==> src/hw/pfs_pkg.sv <==
// shared constants, register map and state codes for the flash host
package pfs_pkg;
    localparam int CLK_PERIOD_NS               = 100;
    localparam int ACCESS_NS                   = 100;
    localparam int RESET_PULSE_NS              = 500;
    localparam int READY_IDLE_NS               = 500;
    localparam int READY_ALGO_US               = 20;
    localparam int RESET_HIGH_BEFORE_ACCESS_NS = 50;
    localparam int RESET_TO_STANDBY_TIME_US    = 20;
    localparam int WRITE_CYCLE_MIN_NS          = 100;
    localparam int BUSY_ASSERT_DELAY_NS        = 100;
    localparam int STATUS_POLL_DELAY_US        = 4;

    // least times round up, never below one cycle
    function automatic int cyc_up(input int ns);
        int c;
        c = (ns + CLK_PERIOD_NS - 1) / CLK_PERIOD_NS;
        cyc_up = (c < 1) ? 1 : c;
    endfunction

    localparam int SYNC_LAT      = 4;
    localparam int ACC_CYC       = cyc_up(ACCESS_NS);
    localparam int RD_CYC        = ACC_CYC + SYNC_LAT;
    localparam int GAP_CYC       = 1;
    localparam int PULSE_CYC     = cyc_up(RESET_PULSE_NS);
    localparam int IDLE_RDY_CYC  = cyc_up(READY_IDLE_NS);
    localparam int RST_LOW_CYC   = (PULSE_CYC > IDLE_RDY_CYC) ?
                                   PULSE_CYC : IDLE_RDY_CYC;
    localparam int RST_ALGO_CYC  = cyc_up(READY_ALGO_US * 1000);
    localparam int RH_CYC        = cyc_up(RESET_HIGH_BEFORE_ACCESS_NS);
    localparam int STANDBY_CYC   = cyc_up(RESET_TO_STANDBY_TIME_US * 1000);
    localparam int WC_CYC        = cyc_up(WRITE_CYCLE_MIN_NS);
    localparam int WR_LOW_CYC    = 1;
    localparam int WR_HIGH_CYC   = (WC_CYC > WR_LOW_CYC) ?
                                   WC_CYC - WR_LOW_CYC : 1;
    localparam int BUSY_DLY_CYC  = cyc_up(BUSY_ASSERT_DELAY_NS) + SYNC_LAT;
    localparam int POLL_CYC      = cyc_up(STATUS_POLL_DELAY_US * 1000);
    localparam int TMR_W         = 8;

    localparam logic [7:0] REG_CTRL     = 8'h00;
    localparam logic [7:0] REG_ADDR     = 8'h04;
    localparam logic [7:0] REG_WDATA    = 8'h08;
    localparam logic [7:0] REG_RDATA    = 8'h0C;
    localparam logic [7:0] REG_STATUS   = 8'h10;
    localparam logic [7:0] REG_INT_STAT = 8'h14;
    localparam logic [7:0] REG_INT_EN   = 8'h18;
    localparam logic [7:0] REG_INT_CLR  = 8'h1C;

    localparam int CTRL_CMD_LSB    = 0;
    localparam int CTRL_FINAL_BIT  = 3;
    localparam int CTRL_SUSP_BIT   = 4;
    localparam int CTRL_RESUME_BIT = 5;

    localparam logic [2:0] CMD_READ    = 3'h1;
    localparam logic [2:0] CMD_WRITE   = 3'h2;
    localparam logic [2:0] CMD_POLL    = 3'h3;
    localparam logic [2:0] CMD_RESET   = 3'h4;
    localparam logic [2:0] CMD_STANDBY = 3'h5;

    localparam int INT_W        = 3;
    localparam int INT_CMD_DONE = 0;
    localparam int INT_ALGO_END = 1;
    localparam int INT_STANDBY  = 2;

    localparam int ST_ACTIVE  = 0;
    localparam int ST_READY   = 1;
    localparam int ST_HOLD    = 2;
    localparam int ST_STANDBY = 3;

    localparam int POLLING_STATUS_BIT = 7;
    localparam int TOGGLE_STATUS_BIT  = 6;

    typedef enum logic [3:0] {
        S_IDLE      = 4'h0,
        S_RD        = 4'h1,
        S_RD_GAP    = 4'h2,
        S_WR_LOW    = 4'h3,
        S_WR_HIGH   = 4'h4,
        S_BUSY_DLY  = 4'h5,
        S_BUSY_WAIT = 4'h6,
        S_POLL_HOLD = 4'h7,
        S_RST_LOW   = 4'h8,
        S_RST_HIGH  = 4'h9,
        S_STANDBY   = 4'hA
    } pfs_state_e;
endpackage

==> src/hw/pfs_sync.sv <==
// three-stage pin synchroniser, output moves when stages two and three agree
`timescale 1ns/1ps
module pfs_sync #(
    parameter int           W    = 1,
    parameter logic [W-1:0] INIT = '0
) (
    input  wire logic         clock,
    input  wire logic         rst,
    input  wire logic [W-1:0] din,
    output logic      [W-1:0] dout
);
    logic [W-1:0] s1_reg;
    logic [W-1:0] s2_reg;
    logic [W-1:0] s3_reg;
    logic [W-1:0] agree;

    assign agree = ~(s2_reg ^ s3_reg);

    always_ff @(posedge clock or posedge rst)
    begin
        if (rst)
        begin
            s1_reg <= INIT;
            s2_reg <= INIT;
            s3_reg <= INIT;
            dout   <= INIT;
        end
        else
        begin
            s1_reg <= din;
            s2_reg <= s1_reg;
            s3_reg <= s2_reg;
            dout   <= (s3_reg & agree) | (dout & ~agree);
        end
    end
endmodule // pfs_sync

==> src/hw/pfs_timer.sv <==
// loadable down counter; expired while the count sits at zero
`timescale 1ns/1ps
module pfs_timer #(
    parameter int W = 8
) (
    input  wire logic         clock,
    input  wire logic         rst,
    input  wire logic         load,
    input  wire logic [W-1:0] loadValue,
    output logic              expired
);
    logic [W-1:0] cnt_reg;

    assign expired = (cnt_reg == '0);

    always_ff @(posedge clock or posedge rst)
    begin
        if (rst)
            cnt_reg <= '0;
        else if (load)
            cnt_reg <= loadValue;
        else if (!expired)
            cnt_reg <= cnt_reg - 1'b1;
    end
endmodule // pfs_timer

==> src/hw/pfs_flash_host.sv <==
// host sequencer driving an asynchronous parallel nor flash by its pins
`timescale 1ns/1ps
module pfs_flash_host
    import pfs_pkg::*;
#(
    parameter int AW = 20,
    parameter int DW = 16
) (
    input  wire logic          clock,
    input  wire logic          rst,
    input  wire logic [7:0]    regAddr,
    input  wire logic [31:0]   regWdata,
    input  wire logic          regWr,
    input  wire logic          regRd,
    output logic      [31:0]   regRdata,
    output logic               irq,
    output logic      [AW-1:0] flashAddr,
    output logic      [DW-1:0] flashDqOut,
    output logic               flashDqOe,
    input  wire logic [DW-1:0] flashDqIn,
    output logic               flashCeN,
    output logic               flashOeN,
    output logic               flashWeN,
    output logic               flashResetN,
    input  wire logic          flashReadyBusyN
);
    pfs_state_e         state_reg;
    pfs_state_e         state_next;
    logic [AW-1:0]      addr_reg;
    logic [DW-1:0]      wdata_reg;
    logic [DW-1:0]      rdata_reg;
    logic               final_reg;
    logic               pollMode_reg;
    logic               pollSecond_reg;
    logic               prevToggle_reg;
    logic               progTiming_reg;
    logic               holdPending_reg;
    logic               holdActive_reg;
    logic               wake_reg;
    logic               stby_reg;
    logic               rbPrev_reg;
    logic [INT_W-1:0]   intStat_reg;
    logic [INT_W-1:0]   intEn_reg;
    logic [INT_W-1:0]   intEvt;
    logic [7:0]         rstLowCnt_reg;
    logic               seqLoad;
    logic [TMR_W-1:0]   seqVal;
    logic               seqExp;
    logic               progLoad;
    logic               progExp;
    logic               stepDone;
    logic               captureRd;
    logic [DW:0]        syncOut;
    logic               rbSync;
    logic [DW-1:0]      dqSync;
    logic [31:0]        readMux;

    function automatic logic [TMR_W-1:0] tv(input int n);
        tv = TMR_W'(n - 1);
    endfunction

    pfs_sync #(
        .W    (DW + 1),
        .INIT ({1'b1, {DW{1'b0}}})
    ) u_sync (
        .clock (clock),
        .rst   (rst),
        .din   ({flashReadyBusyN, flashDqIn}),
        .dout  (syncOut)
    );

    assign rbSync = syncOut[DW];
    assign dqSync = syncOut[DW-1:0];

    pfs_timer #(.W(TMR_W)) u_seq_tmr (
        .clock     (clock),
        .rst       (rst),
        .load      (seqLoad),
        .loadValue (seqVal),
        .expired   (seqExp)
    );

    // one timer serves both the since-program and the after-resume wait
    pfs_timer #(.W(TMR_W)) u_poll_tmr (
        .clock     (clock),
        .rst       (rst),
        .load      (progLoad),
        .loadValue (tv(POLL_CYC)),
        .expired   (progExp)
    );

    // register port decode
    wire        selCtrl   = (regAddr == REG_CTRL);
    wire        selAddr   = (regAddr == REG_ADDR);
    wire        selWdata  = (regAddr == REG_WDATA);
    wire        selRdata  = (regAddr == REG_RDATA);
    wire        selStatus = (regAddr == REG_STATUS);
    wire        selIntSt  = (regAddr == REG_INT_STAT);
    wire        selIntEn  = (regAddr == REG_INT_EN);
    wire        selIntClr = (regAddr == REG_INT_CLR);
    wire [2:0]  cmdCode   = regWdata[CTRL_CMD_LSB +: 3];
    wire        cmdWr     = regWr && selCtrl;
    wire        cmdAccept = cmdWr && (state_reg == S_IDLE);
    wire        isWrite   = cmdAccept && (cmdCode == CMD_WRITE);
    wire        wrFinal   = isWrite && regWdata[CTRL_FINAL_BIT];
    wire        wrSusp    = isWrite && regWdata[CTRL_SUSP_BIT];
    wire        wrResume  = isWrite && regWdata[CTRL_RESUME_BIT];
    wire        holdBlock = holdActive_reg && !progExp;
    wire        toggleSame = (dqSync[TOGGLE_STATUS_BIT] == prevToggle_reg);
    wire        rbRise    = rbSync && !rbPrev_reg;
    wire        stbyEvt   = (state_reg == S_STANDBY) && seqExp && !stby_reg;
    wire [INT_W-1:0] intClr = (regWr && selIntClr) ?
                              regWdata[INT_W-1:0] : '0;
    wire [INT_W-1:0] intStat_next = (intStat_reg & ~intClr) | intEvt;

    assign intEvt[INT_CMD_DONE] = stepDone;
    assign intEvt[INT_ALGO_END] = rbRise;
    assign intEvt[INT_STANDBY]  = stbyEvt;
    assign irq = |(intStat_reg & intEn_reg);

    // pin levels follow the next state so every pin leaves a flip-flop
    wire ceNNext  = !(state_next inside {S_RD, S_WR_LOW, S_WR_HIGH});
    wire oeNNext  = !(state_next == S_RD);
    wire weNNext  = !(state_next == S_WR_LOW);
    wire dqOeNext = (state_next inside {S_WR_LOW, S_WR_HIGH});
    wire rstNNext = !(state_next inside {S_RST_LOW, S_STANDBY});

    assign readMux =
        selCtrl   ? {28'h0, state_reg} :
        selAddr   ? {{(32 - AW){1'b0}}, addr_reg} :
        selWdata  ? {{(32 - DW){1'b0}}, wdata_reg} :
        selRdata  ? {{(32 - DW){1'b0}}, rdata_reg} :
        selStatus ? {28'h0, stby_reg, holdActive_reg, rbSync,
                     state_reg != S_IDLE} :
        selIntSt  ? {{(32 - INT_W){1'b0}}, intStat_reg} :
        selIntEn  ? {{(32 - INT_W){1'b0}}, intEn_reg} :
        32'h0000_0000;

    always_comb
    begin
        state_next = state_reg;
        seqLoad    = 1'b0;
        seqVal     = '0;
        stepDone   = 1'b0;
        captureRd  = 1'b0;
        case (state_reg)
            S_IDLE:
                if (cmdAccept)
                begin
                    seqLoad = 1'b1;
                    case (cmdCode)
                        CMD_READ:
                        begin
                            state_next = S_RD;
                            seqVal     = tv(RD_CYC);
                        end
                        CMD_WRITE:
                        begin
                            state_next = S_WR_LOW;
                            seqVal     = tv(WR_LOW_CYC);
                        end
                        CMD_POLL:
                        begin
                            // early suspend: status not valid yet
                            state_next = holdBlock ? S_POLL_HOLD : S_RD;
                            seqVal     = tv(RD_CYC);
                        end
                        CMD_RESET:
                        begin
                            // busy device needs the long abort window
                            state_next = S_RST_LOW;
                            seqVal     = rbSync ? tv(RST_LOW_CYC)
                                                : tv(RST_ALGO_CYC);
                        end
                        CMD_STANDBY:
                        begin
                            state_next = S_STANDBY;
                            seqVal     = tv(STANDBY_CYC);
                        end
                        default:
                            seqLoad = 1'b0;
                    endcase
                end
            S_RD:
                if (seqExp)
                begin
                    captureRd = 1'b1;
                    // toggle bit is address-independent, so any address polls
                    if (!pollMode_reg ||
                        (pollSecond_reg && toggleSame))
                    begin
                        state_next = S_IDLE;
                        stepDone   = 1'b1;
                    end
                    else
                    begin
                        state_next = S_RD_GAP;
                        seqLoad    = 1'b1;
                        seqVal     = tv(GAP_CYC);
                    end
                end
            S_RD_GAP:
                if (seqExp)
                begin
                    // chip enable cycles high so the next read is a new access
                    state_next = S_RD;
                    seqLoad    = 1'b1;
                    seqVal     = tv(RD_CYC);
                end
            S_WR_LOW:
                if (seqExp)
                begin
                    state_next = S_WR_HIGH;
                    seqLoad    = 1'b1;
                    seqVal     = tv(WR_HIGH_CYC);
                end
            S_WR_HIGH:
                if (seqExp)
                begin
                    seqLoad    = final_reg;
                    seqVal     = tv(BUSY_DLY_CYC);
                    state_next = final_reg ? S_BUSY_DLY : S_IDLE;
                    stepDone   = !final_reg;
                end
            S_BUSY_DLY:
                if (seqExp)
                    state_next = S_BUSY_WAIT;
            S_BUSY_WAIT:
                if (rbSync)
                begin
                    state_next = S_IDLE;
                    stepDone   = 1'b1;
                end
            S_POLL_HOLD:
                if (progExp)
                begin
                    state_next = S_RD;
                    seqLoad    = 1'b1;
                    seqVal     = tv(RD_CYC);
                end
            S_RST_LOW:
                if (seqExp)
                begin
                    state_next = S_RST_HIGH;
                    seqLoad    = 1'b1;
                    seqVal     = tv(RH_CYC);
                end
            S_RST_HIGH:
                if (seqExp)
                begin
                    state_next = S_IDLE;
                    stepDone   = 1'b1;
                end
            S_STANDBY:
                if (seqExp && wake_reg)
                begin
                    state_next = S_RST_HIGH;
                    seqLoad    = 1'b1;
                    seqVal     = tv(RH_CYC);
                end
            default:
                state_next = S_IDLE;
        endcase
    end

    assign progLoad = wrFinal || (wrResume && holdPending_reg);

    always_ff @(posedge clock or posedge rst)
    begin
        if (rst)
        begin
            state_reg   <= S_IDLE;
            flashCeN    <= 1'b1;
            flashOeN    <= 1'b1;
            flashWeN    <= 1'b1;
            flashDqOe   <= 1'b0;
            flashResetN <= 1'b1;
        end
        else
        begin
            state_reg   <= state_next;
            flashCeN    <= ceNNext;
            flashOeN    <= oeNNext;
            flashWeN    <= weNNext;
            flashDqOe   <= dqOeNext;
            flashResetN <= rstNNext;
        end
    end

    always_ff @(posedge clock or posedge rst)
    begin
        if (rst)
        begin
            addr_reg   <= '0;
            wdata_reg  <= '0;
            intEn_reg  <= '0;
            intStat_reg <= '0;
            regRdata   <= 32'h0000_0000;
            rbPrev_reg <= 1'b1;
        end
        else
        begin
            if (regWr && selAddr)
                addr_reg <= regWdata[AW-1:0];
            if (regWr && selWdata)
                wdata_reg <= regWdata[DW-1:0];
            if (regWr && selIntEn)
                intEn_reg <= regWdata[INT_W-1:0];
            intStat_reg <= intStat_next;
            regRdata    <= regRd ? readMux : 32'h0000_0000;
            rbPrev_reg  <= rbSync;
        end
    end

    // pins latch the request so later register writes cannot disturb it
    always_ff @(posedge clock or posedge rst)
    begin
        if (rst)
        begin
            flashAddr      <= '0;
            flashDqOut     <= '0;
            final_reg      <= 1'b0;
            pollMode_reg   <= 1'b0;
            pollSecond_reg <= 1'b0;
            prevToggle_reg <= 1'b0;
            rdata_reg      <= '0;
        end
        else
        begin
            if (cmdAccept)
            begin
                flashAddr      <= addr_reg;
                flashDqOut     <= wdata_reg;
                final_reg      <= wrFinal;
                pollMode_reg   <= (cmdCode == CMD_POLL);
                pollSecond_reg <= 1'b0;
            end
            if (captureRd)
            begin
                // polling bit stays in the data as the device reports it
                rdata_reg      <= dqSync;
                prevToggle_reg <= dqSync[TOGGLE_STATUS_BIT];
                pollSecond_reg <= pollMode_reg;
            end
        end
    end

    always_ff @(posedge clock or posedge rst)
    begin
        if (rst)
        begin
            progTiming_reg  <= 1'b0;
            holdPending_reg <= 1'b0;
            holdActive_reg  <= 1'b0;
            wake_reg        <= 1'b0;
            stby_reg        <= 1'b0;
        end
        else
        begin
            if (wrFinal)
            begin
                progTiming_reg <= 1'b1;
                holdActive_reg <= 1'b0;
            end
            else if (wrSusp)
            begin
                holdPending_reg <= progTiming_reg && !progExp;
                progTiming_reg  <= 1'b0;
            end
            else if (wrResume && holdPending_reg)
            begin
                holdActive_reg  <= 1'b1;
                holdPending_reg <= 1'b0;
            end
            else if (holdActive_reg && progExp)
                holdActive_reg <= 1'b0;
            if (state_reg != S_STANDBY)
                wake_reg <= 1'b0;
            else if (cmdWr && cmdCode == CMD_RESET)
                wake_reg <= 1'b1;
            stby_reg <= (state_reg == S_STANDBY) && (stby_reg || seqExp);
        end
    end

    // cycles the reset pin has been low, only the checks read it
    always_ff @(posedge clock or posedge rst)
    begin
        if (rst)
            rstLowCnt_reg <= 8'h00;
        else if (flashResetN)
            rstLowCnt_reg <= 8'h00;
        else if (rstLowCnt_reg != 8'hFF)
            rstLowCnt_reg <= rstLowCnt_reg + 8'h01;
    end
endmodule // pfs_flash_host

==> config.mk <==
export PLATFORM = sky130hd
export DESIGN_NAME = pfs_flash_host
export DESIGN_NICKNAME = d
export VERILOG_FILES = /design/src/hw/pfs_pkg.sv /design/src/hw/pfs_sync.sv /design/src/hw/pfs_timer.sv /design/src/hw/pfs_flash_host.sv
export SDC_FILE = /design/constraint.sdc
export NUM_CORES = 1
export LEC_CHECK = 0
export ABC_AREA = 1
export BUFFER_PORTS_ARGS = -buffer_cell sky130_fd_sc_hd__buf_2
export CAP_MARGIN = 20
export CORE_ASPECT_RATIO = 0.5
export CORE_UTILIZATION = 45
export CTS_BUF_LIST = sky130_fd_sc_hd__clkbuf_4
export DETAILED_ROUTE_END_ITERATION = 8
export PLACE_DENSITY = 0.66
export SYNTH_ARGS = -nofsm -noshare
export SYNTH_HDL_FRONTEND = slang
export SYNTH_SLANG_ARGS = --single-unit
==> constraint.sdc <==
create_clock -name clock -period 8.8 [get_ports clock]
set_clock_uncertainty 0.15 [all_clocks]
set_input_delay 1.76 -clock clock [delete_from_list [all_inputs] [get_ports clock]]
set_output_delay 1.76 -clock clock [all_outputs]
set_load 0.02 [all_outputs]
==> impl_metrics.csv <==
group,metric,value,unit
floorplan,io_pins,135,
setup_path,cp-start-kind,"input pin",
routing,drt_iter0_markers,390,
logic_synthesis,syn_area_per_cell,9.62,um^2
placed_design,hpwl,13.5,mm
min_path,hold_class,"reg -> reg",
logic_synthesis,synth-edff-count,0,
min_path,holdCritStartpoint,"u_sync.s1_reg[0]",
cells_and_area,area_growth,15.6,%
logic_synthesis,synth_top_area_cell,"dfrtp_1",
clock_network,cts_tree,"built",
routing,wl,19.6,mm
cells_and_area,fin_nets,1114,
power,power_density,205,mW/mm^2
logic_synthesis,synthMuxAreaShare,0.00386,
logic_synthesis,synth_top_family_by_area,"simple AND/OR/NAND/NOR gates",
logic_synthesis,synthTopCellsByArea,"dfrtp_1 (59%), nand2_1 (7.9%), inv_1 (5.0%)",
global_routing,grt.busiest_layer,"met2",
setup_path,cp.required,9.15,ns
logic_synthesis,yosysWarnings,0,
routing,drc,0,
cells_and_area,drive_above_1_share,0.220,
clock_network,cts_buffers,48,
clock_network,h-tree-depth,2,
floorplan,num_rows,35,
floorplan,design.core.area,0.0187,mm^2
routing,vias_per_cell,4.86,
power,irDropWorstVdd,105,uV
logic_synthesis,synth_xor_area_frac,0.00801,
setup_path,cp.arrival,3.70,ns
sta,setup_violations,0,
global_routing,met3_usage,0.0512,
logic_synthesis,synth-main-ff-cell,"dfrtp_1",
clock_network,clock_sinks,216,
logic_synthesis,syn_inst,910,
clock_network,clk_latency,0.62,ns
setup_path,rr_endpoint,"flashCeN",
logic_synthesis,ys_top_cells_by_count,"dfrtp_1 (207), nand2_1 (184), inv_1 (116), o21ai_0 (86), nor2_1 (84)",
logic_synthesis,yosysUniqueCellTypes,39,
setup_path,reg2reg_from,"u_seq_tmr.cnt_reg[0]",
setup_path,rr_worst_depth,12,
floorplan,die_w,199,um
global_routing,grtUsageMet1,0.282,
logic_synthesis,synth_fa_ha_area_frac,0.0252,
floorplan,dieArea,0.0200,mm^2
logic_synthesis,yosys.area.top_type_share,0.592,
sta,max_freq,298,MHz
logic_synthesis,synth_simple_gate_area_frac,0.174,
sta,setup_tns,0,ns
global_routing,grt_pass1_wl,31.3,mm
floorplan,die_h,101,um
setup_path,endpoint_kind,"register",
clock_network,cts_resized,0,
setup_path,crit_fanout,15,
global_routing,grtUsageTotal,0.202,
logic_synthesis,async_reset_ff_frac,1.00,
logic_synthesis,yosys_register_bits,216,
clock_network,cts_root_buf,"clkbuf_4",
cells_and_area,n_fill_cell,1740,
global_routing,use_met2,0.313,
floorplan,start_util,0.468,
logic_synthesis,synth_compound_area_frac,0.0951,
routing,wl_per_cell,14.6,um
logic_synthesis,yosysSeqAreaShare,0.619,
logic_synthesis,yosysMostFrequentCell,"dfrtp_1",
setup_path,path_class,"in -> reg",
clock_network,cts_setup_buffers,0,
outcome,status,"complete, no violations",
sta,slew_headroom,0.309,
sta,period_needed,3.35,ns
clock_network,path_clk_slew,0.07,ns
clock_network,clock_path_buffers,3,
routing,antenna_left,0,
job,maxCapViolCount,0,
global_routing,grt_overflow,0,
sta,tightest_slew,1.03,ns
placed_design,port-buffer-count,110,
routing,drtPass1Iterations,7,
global_routing,grt_pass1_vias,6328,
sta,finalCritPeriodShare,0.381,
routing,via_count,6502,
sta,rsz0062_at_grt,"false",
global_routing,grt_max_degree,136,
placed_design,routabilityCongestion,0.856,
clock_network,cts-hold-fix-buffers,0,
min_path,holdPathStages,0,
power,finalPower,2080,uW
setup_path,r2r_slack,6.17,ns
sta,hold_violations,0,
logic_synthesis,synth_area,0.00875,mm^2
sta,slew_viol_final,0,
power,p_leak,0.00516,uW
global_routing,antenna_found_initial,1,
min_path,min_to,"u_sync.s2_reg[0]",
where the power goes:
part,internal [uW],switching (uW)
Sequential,1070,46.7
Combinational,81.1,144
Clock,371,367
Total,1520,558
final cells by class:
| type | instances | area, um^2 | area share |
|---|---|---|---|
| Sequential cell | 216 | 5420 | 0.535 |
| Multi-Input combinational cell | 544 | 2730 | 0.270 |
| Timing Repair Buffer | 114 | 601 | 0.0594 |
| Clock buffer | 72 | 541 | 0.0534 |
| Inverter | 125 | 477 | 0.0471 |
| Tap cell | 259 | 324 | 0.0320 |
| Clock inverter | 6 | 28.8 | 0.00284 |
| Antenna cell | 1 | 2.50 | 0.000247 |
routing by layer:
layer,part of all wire,vias up
met2,0.44,197
met1,0.48,3083
met3,0.068,26
met4,0.015,0
li1,-,3196
met5,0,-
worst max path at each step:
stage | from | end | slack, ns | depth (start not counted)
6_report | regAddr[7] | holdActive_reg | 5.45 | 13
5_1_grt | regAddr[7] | holdActive_reg | 5.28 | 13
4_1_cts | regAddr[7] | holdActive_reg | 5.48 | 13
3_5_place_dp | regAddr[7] | holdActive_reg | 4.83 | 13
3_3_place_gp | regAddr[7] | holdActive_reg | 4.85 | 13
2_1_floorplan | rst | asynchronous set/reset pin | 1.0 | 1
metrics by stage:
stage	util	instances	instance area (um^2)	worst slack, ns	hold slack (ns)
finish	0.541	1337	10100	5.45	0.189
global route	0.541	1337	10100	5.28	0.193
CTS	0.539	1335	10100	5.48	0.200
detailed placement	0.509	1257	9520	4.83	0.185
global placement	0.509	1257	9520	4.85	0.183
floorplan	-	921	8790	0.997	0.181
worst max-delay path: stages:
cell and delay (ns):
buf_2 0.10, nor2_1 0.12, nand2_1 0.17, nor2_4 0.36
nand2_2 0.11, nor2_4 0.35, nand2_2 0.17, nor2_4 0.14
inv_2 0.08, nand2_4 0.09, nor2_1 0.07, o21ai_1 0.12
nand2_1 0.05
cell families (layout without fill, tap and decap cells):
logic type | count (synthesis) | in the layout
multiplexers | 3 | 3
AND/OR/NAND/NOR | 346 | 346
flip-flops | 216 | 216
AO/OA/AOI/OAI | 154 | 154
other | 1 | 13
adder cells (fa/ha/maj) | 21 | 21
XOR/XNOR | 8 | 8
buffers and inverters | 161 | 317
cells in the final DEF, fill, tap and decap left out, drive strengths merged:
cell type | netlist | layout
clkinv | 0 | 4
diode | 0 | 1
o221ai | 5 | 5
dfstp | 9 | 9
o31ai | 2 | 2
nor3b | 1 | 1
o22ai | 8 | 8
mux2 | 3 | 3
o21ai | 91 | 91
maj3 | 17 | 17
xnor2 | 2 | 2
nand2 | 189 | 189
ha | 4 | 4
nor2 | 93 | 93
buf | 19 | 114
conb | 1 | 12
xor2 | 6 | 6
nor4 | 2 | 2
dfrtp | 207 | 207
nand3 | 37 | 37
o211ai | 8 | 8
a21oi | 39 | 39
nand4 | 6 | 6
clkbuf | 17 | 72
nor3 | 15 | 15
inv | 125 | 127
nand3b | 3 | 3
o2111ai | 1 | 1
(Power assumes the default switching activity.)
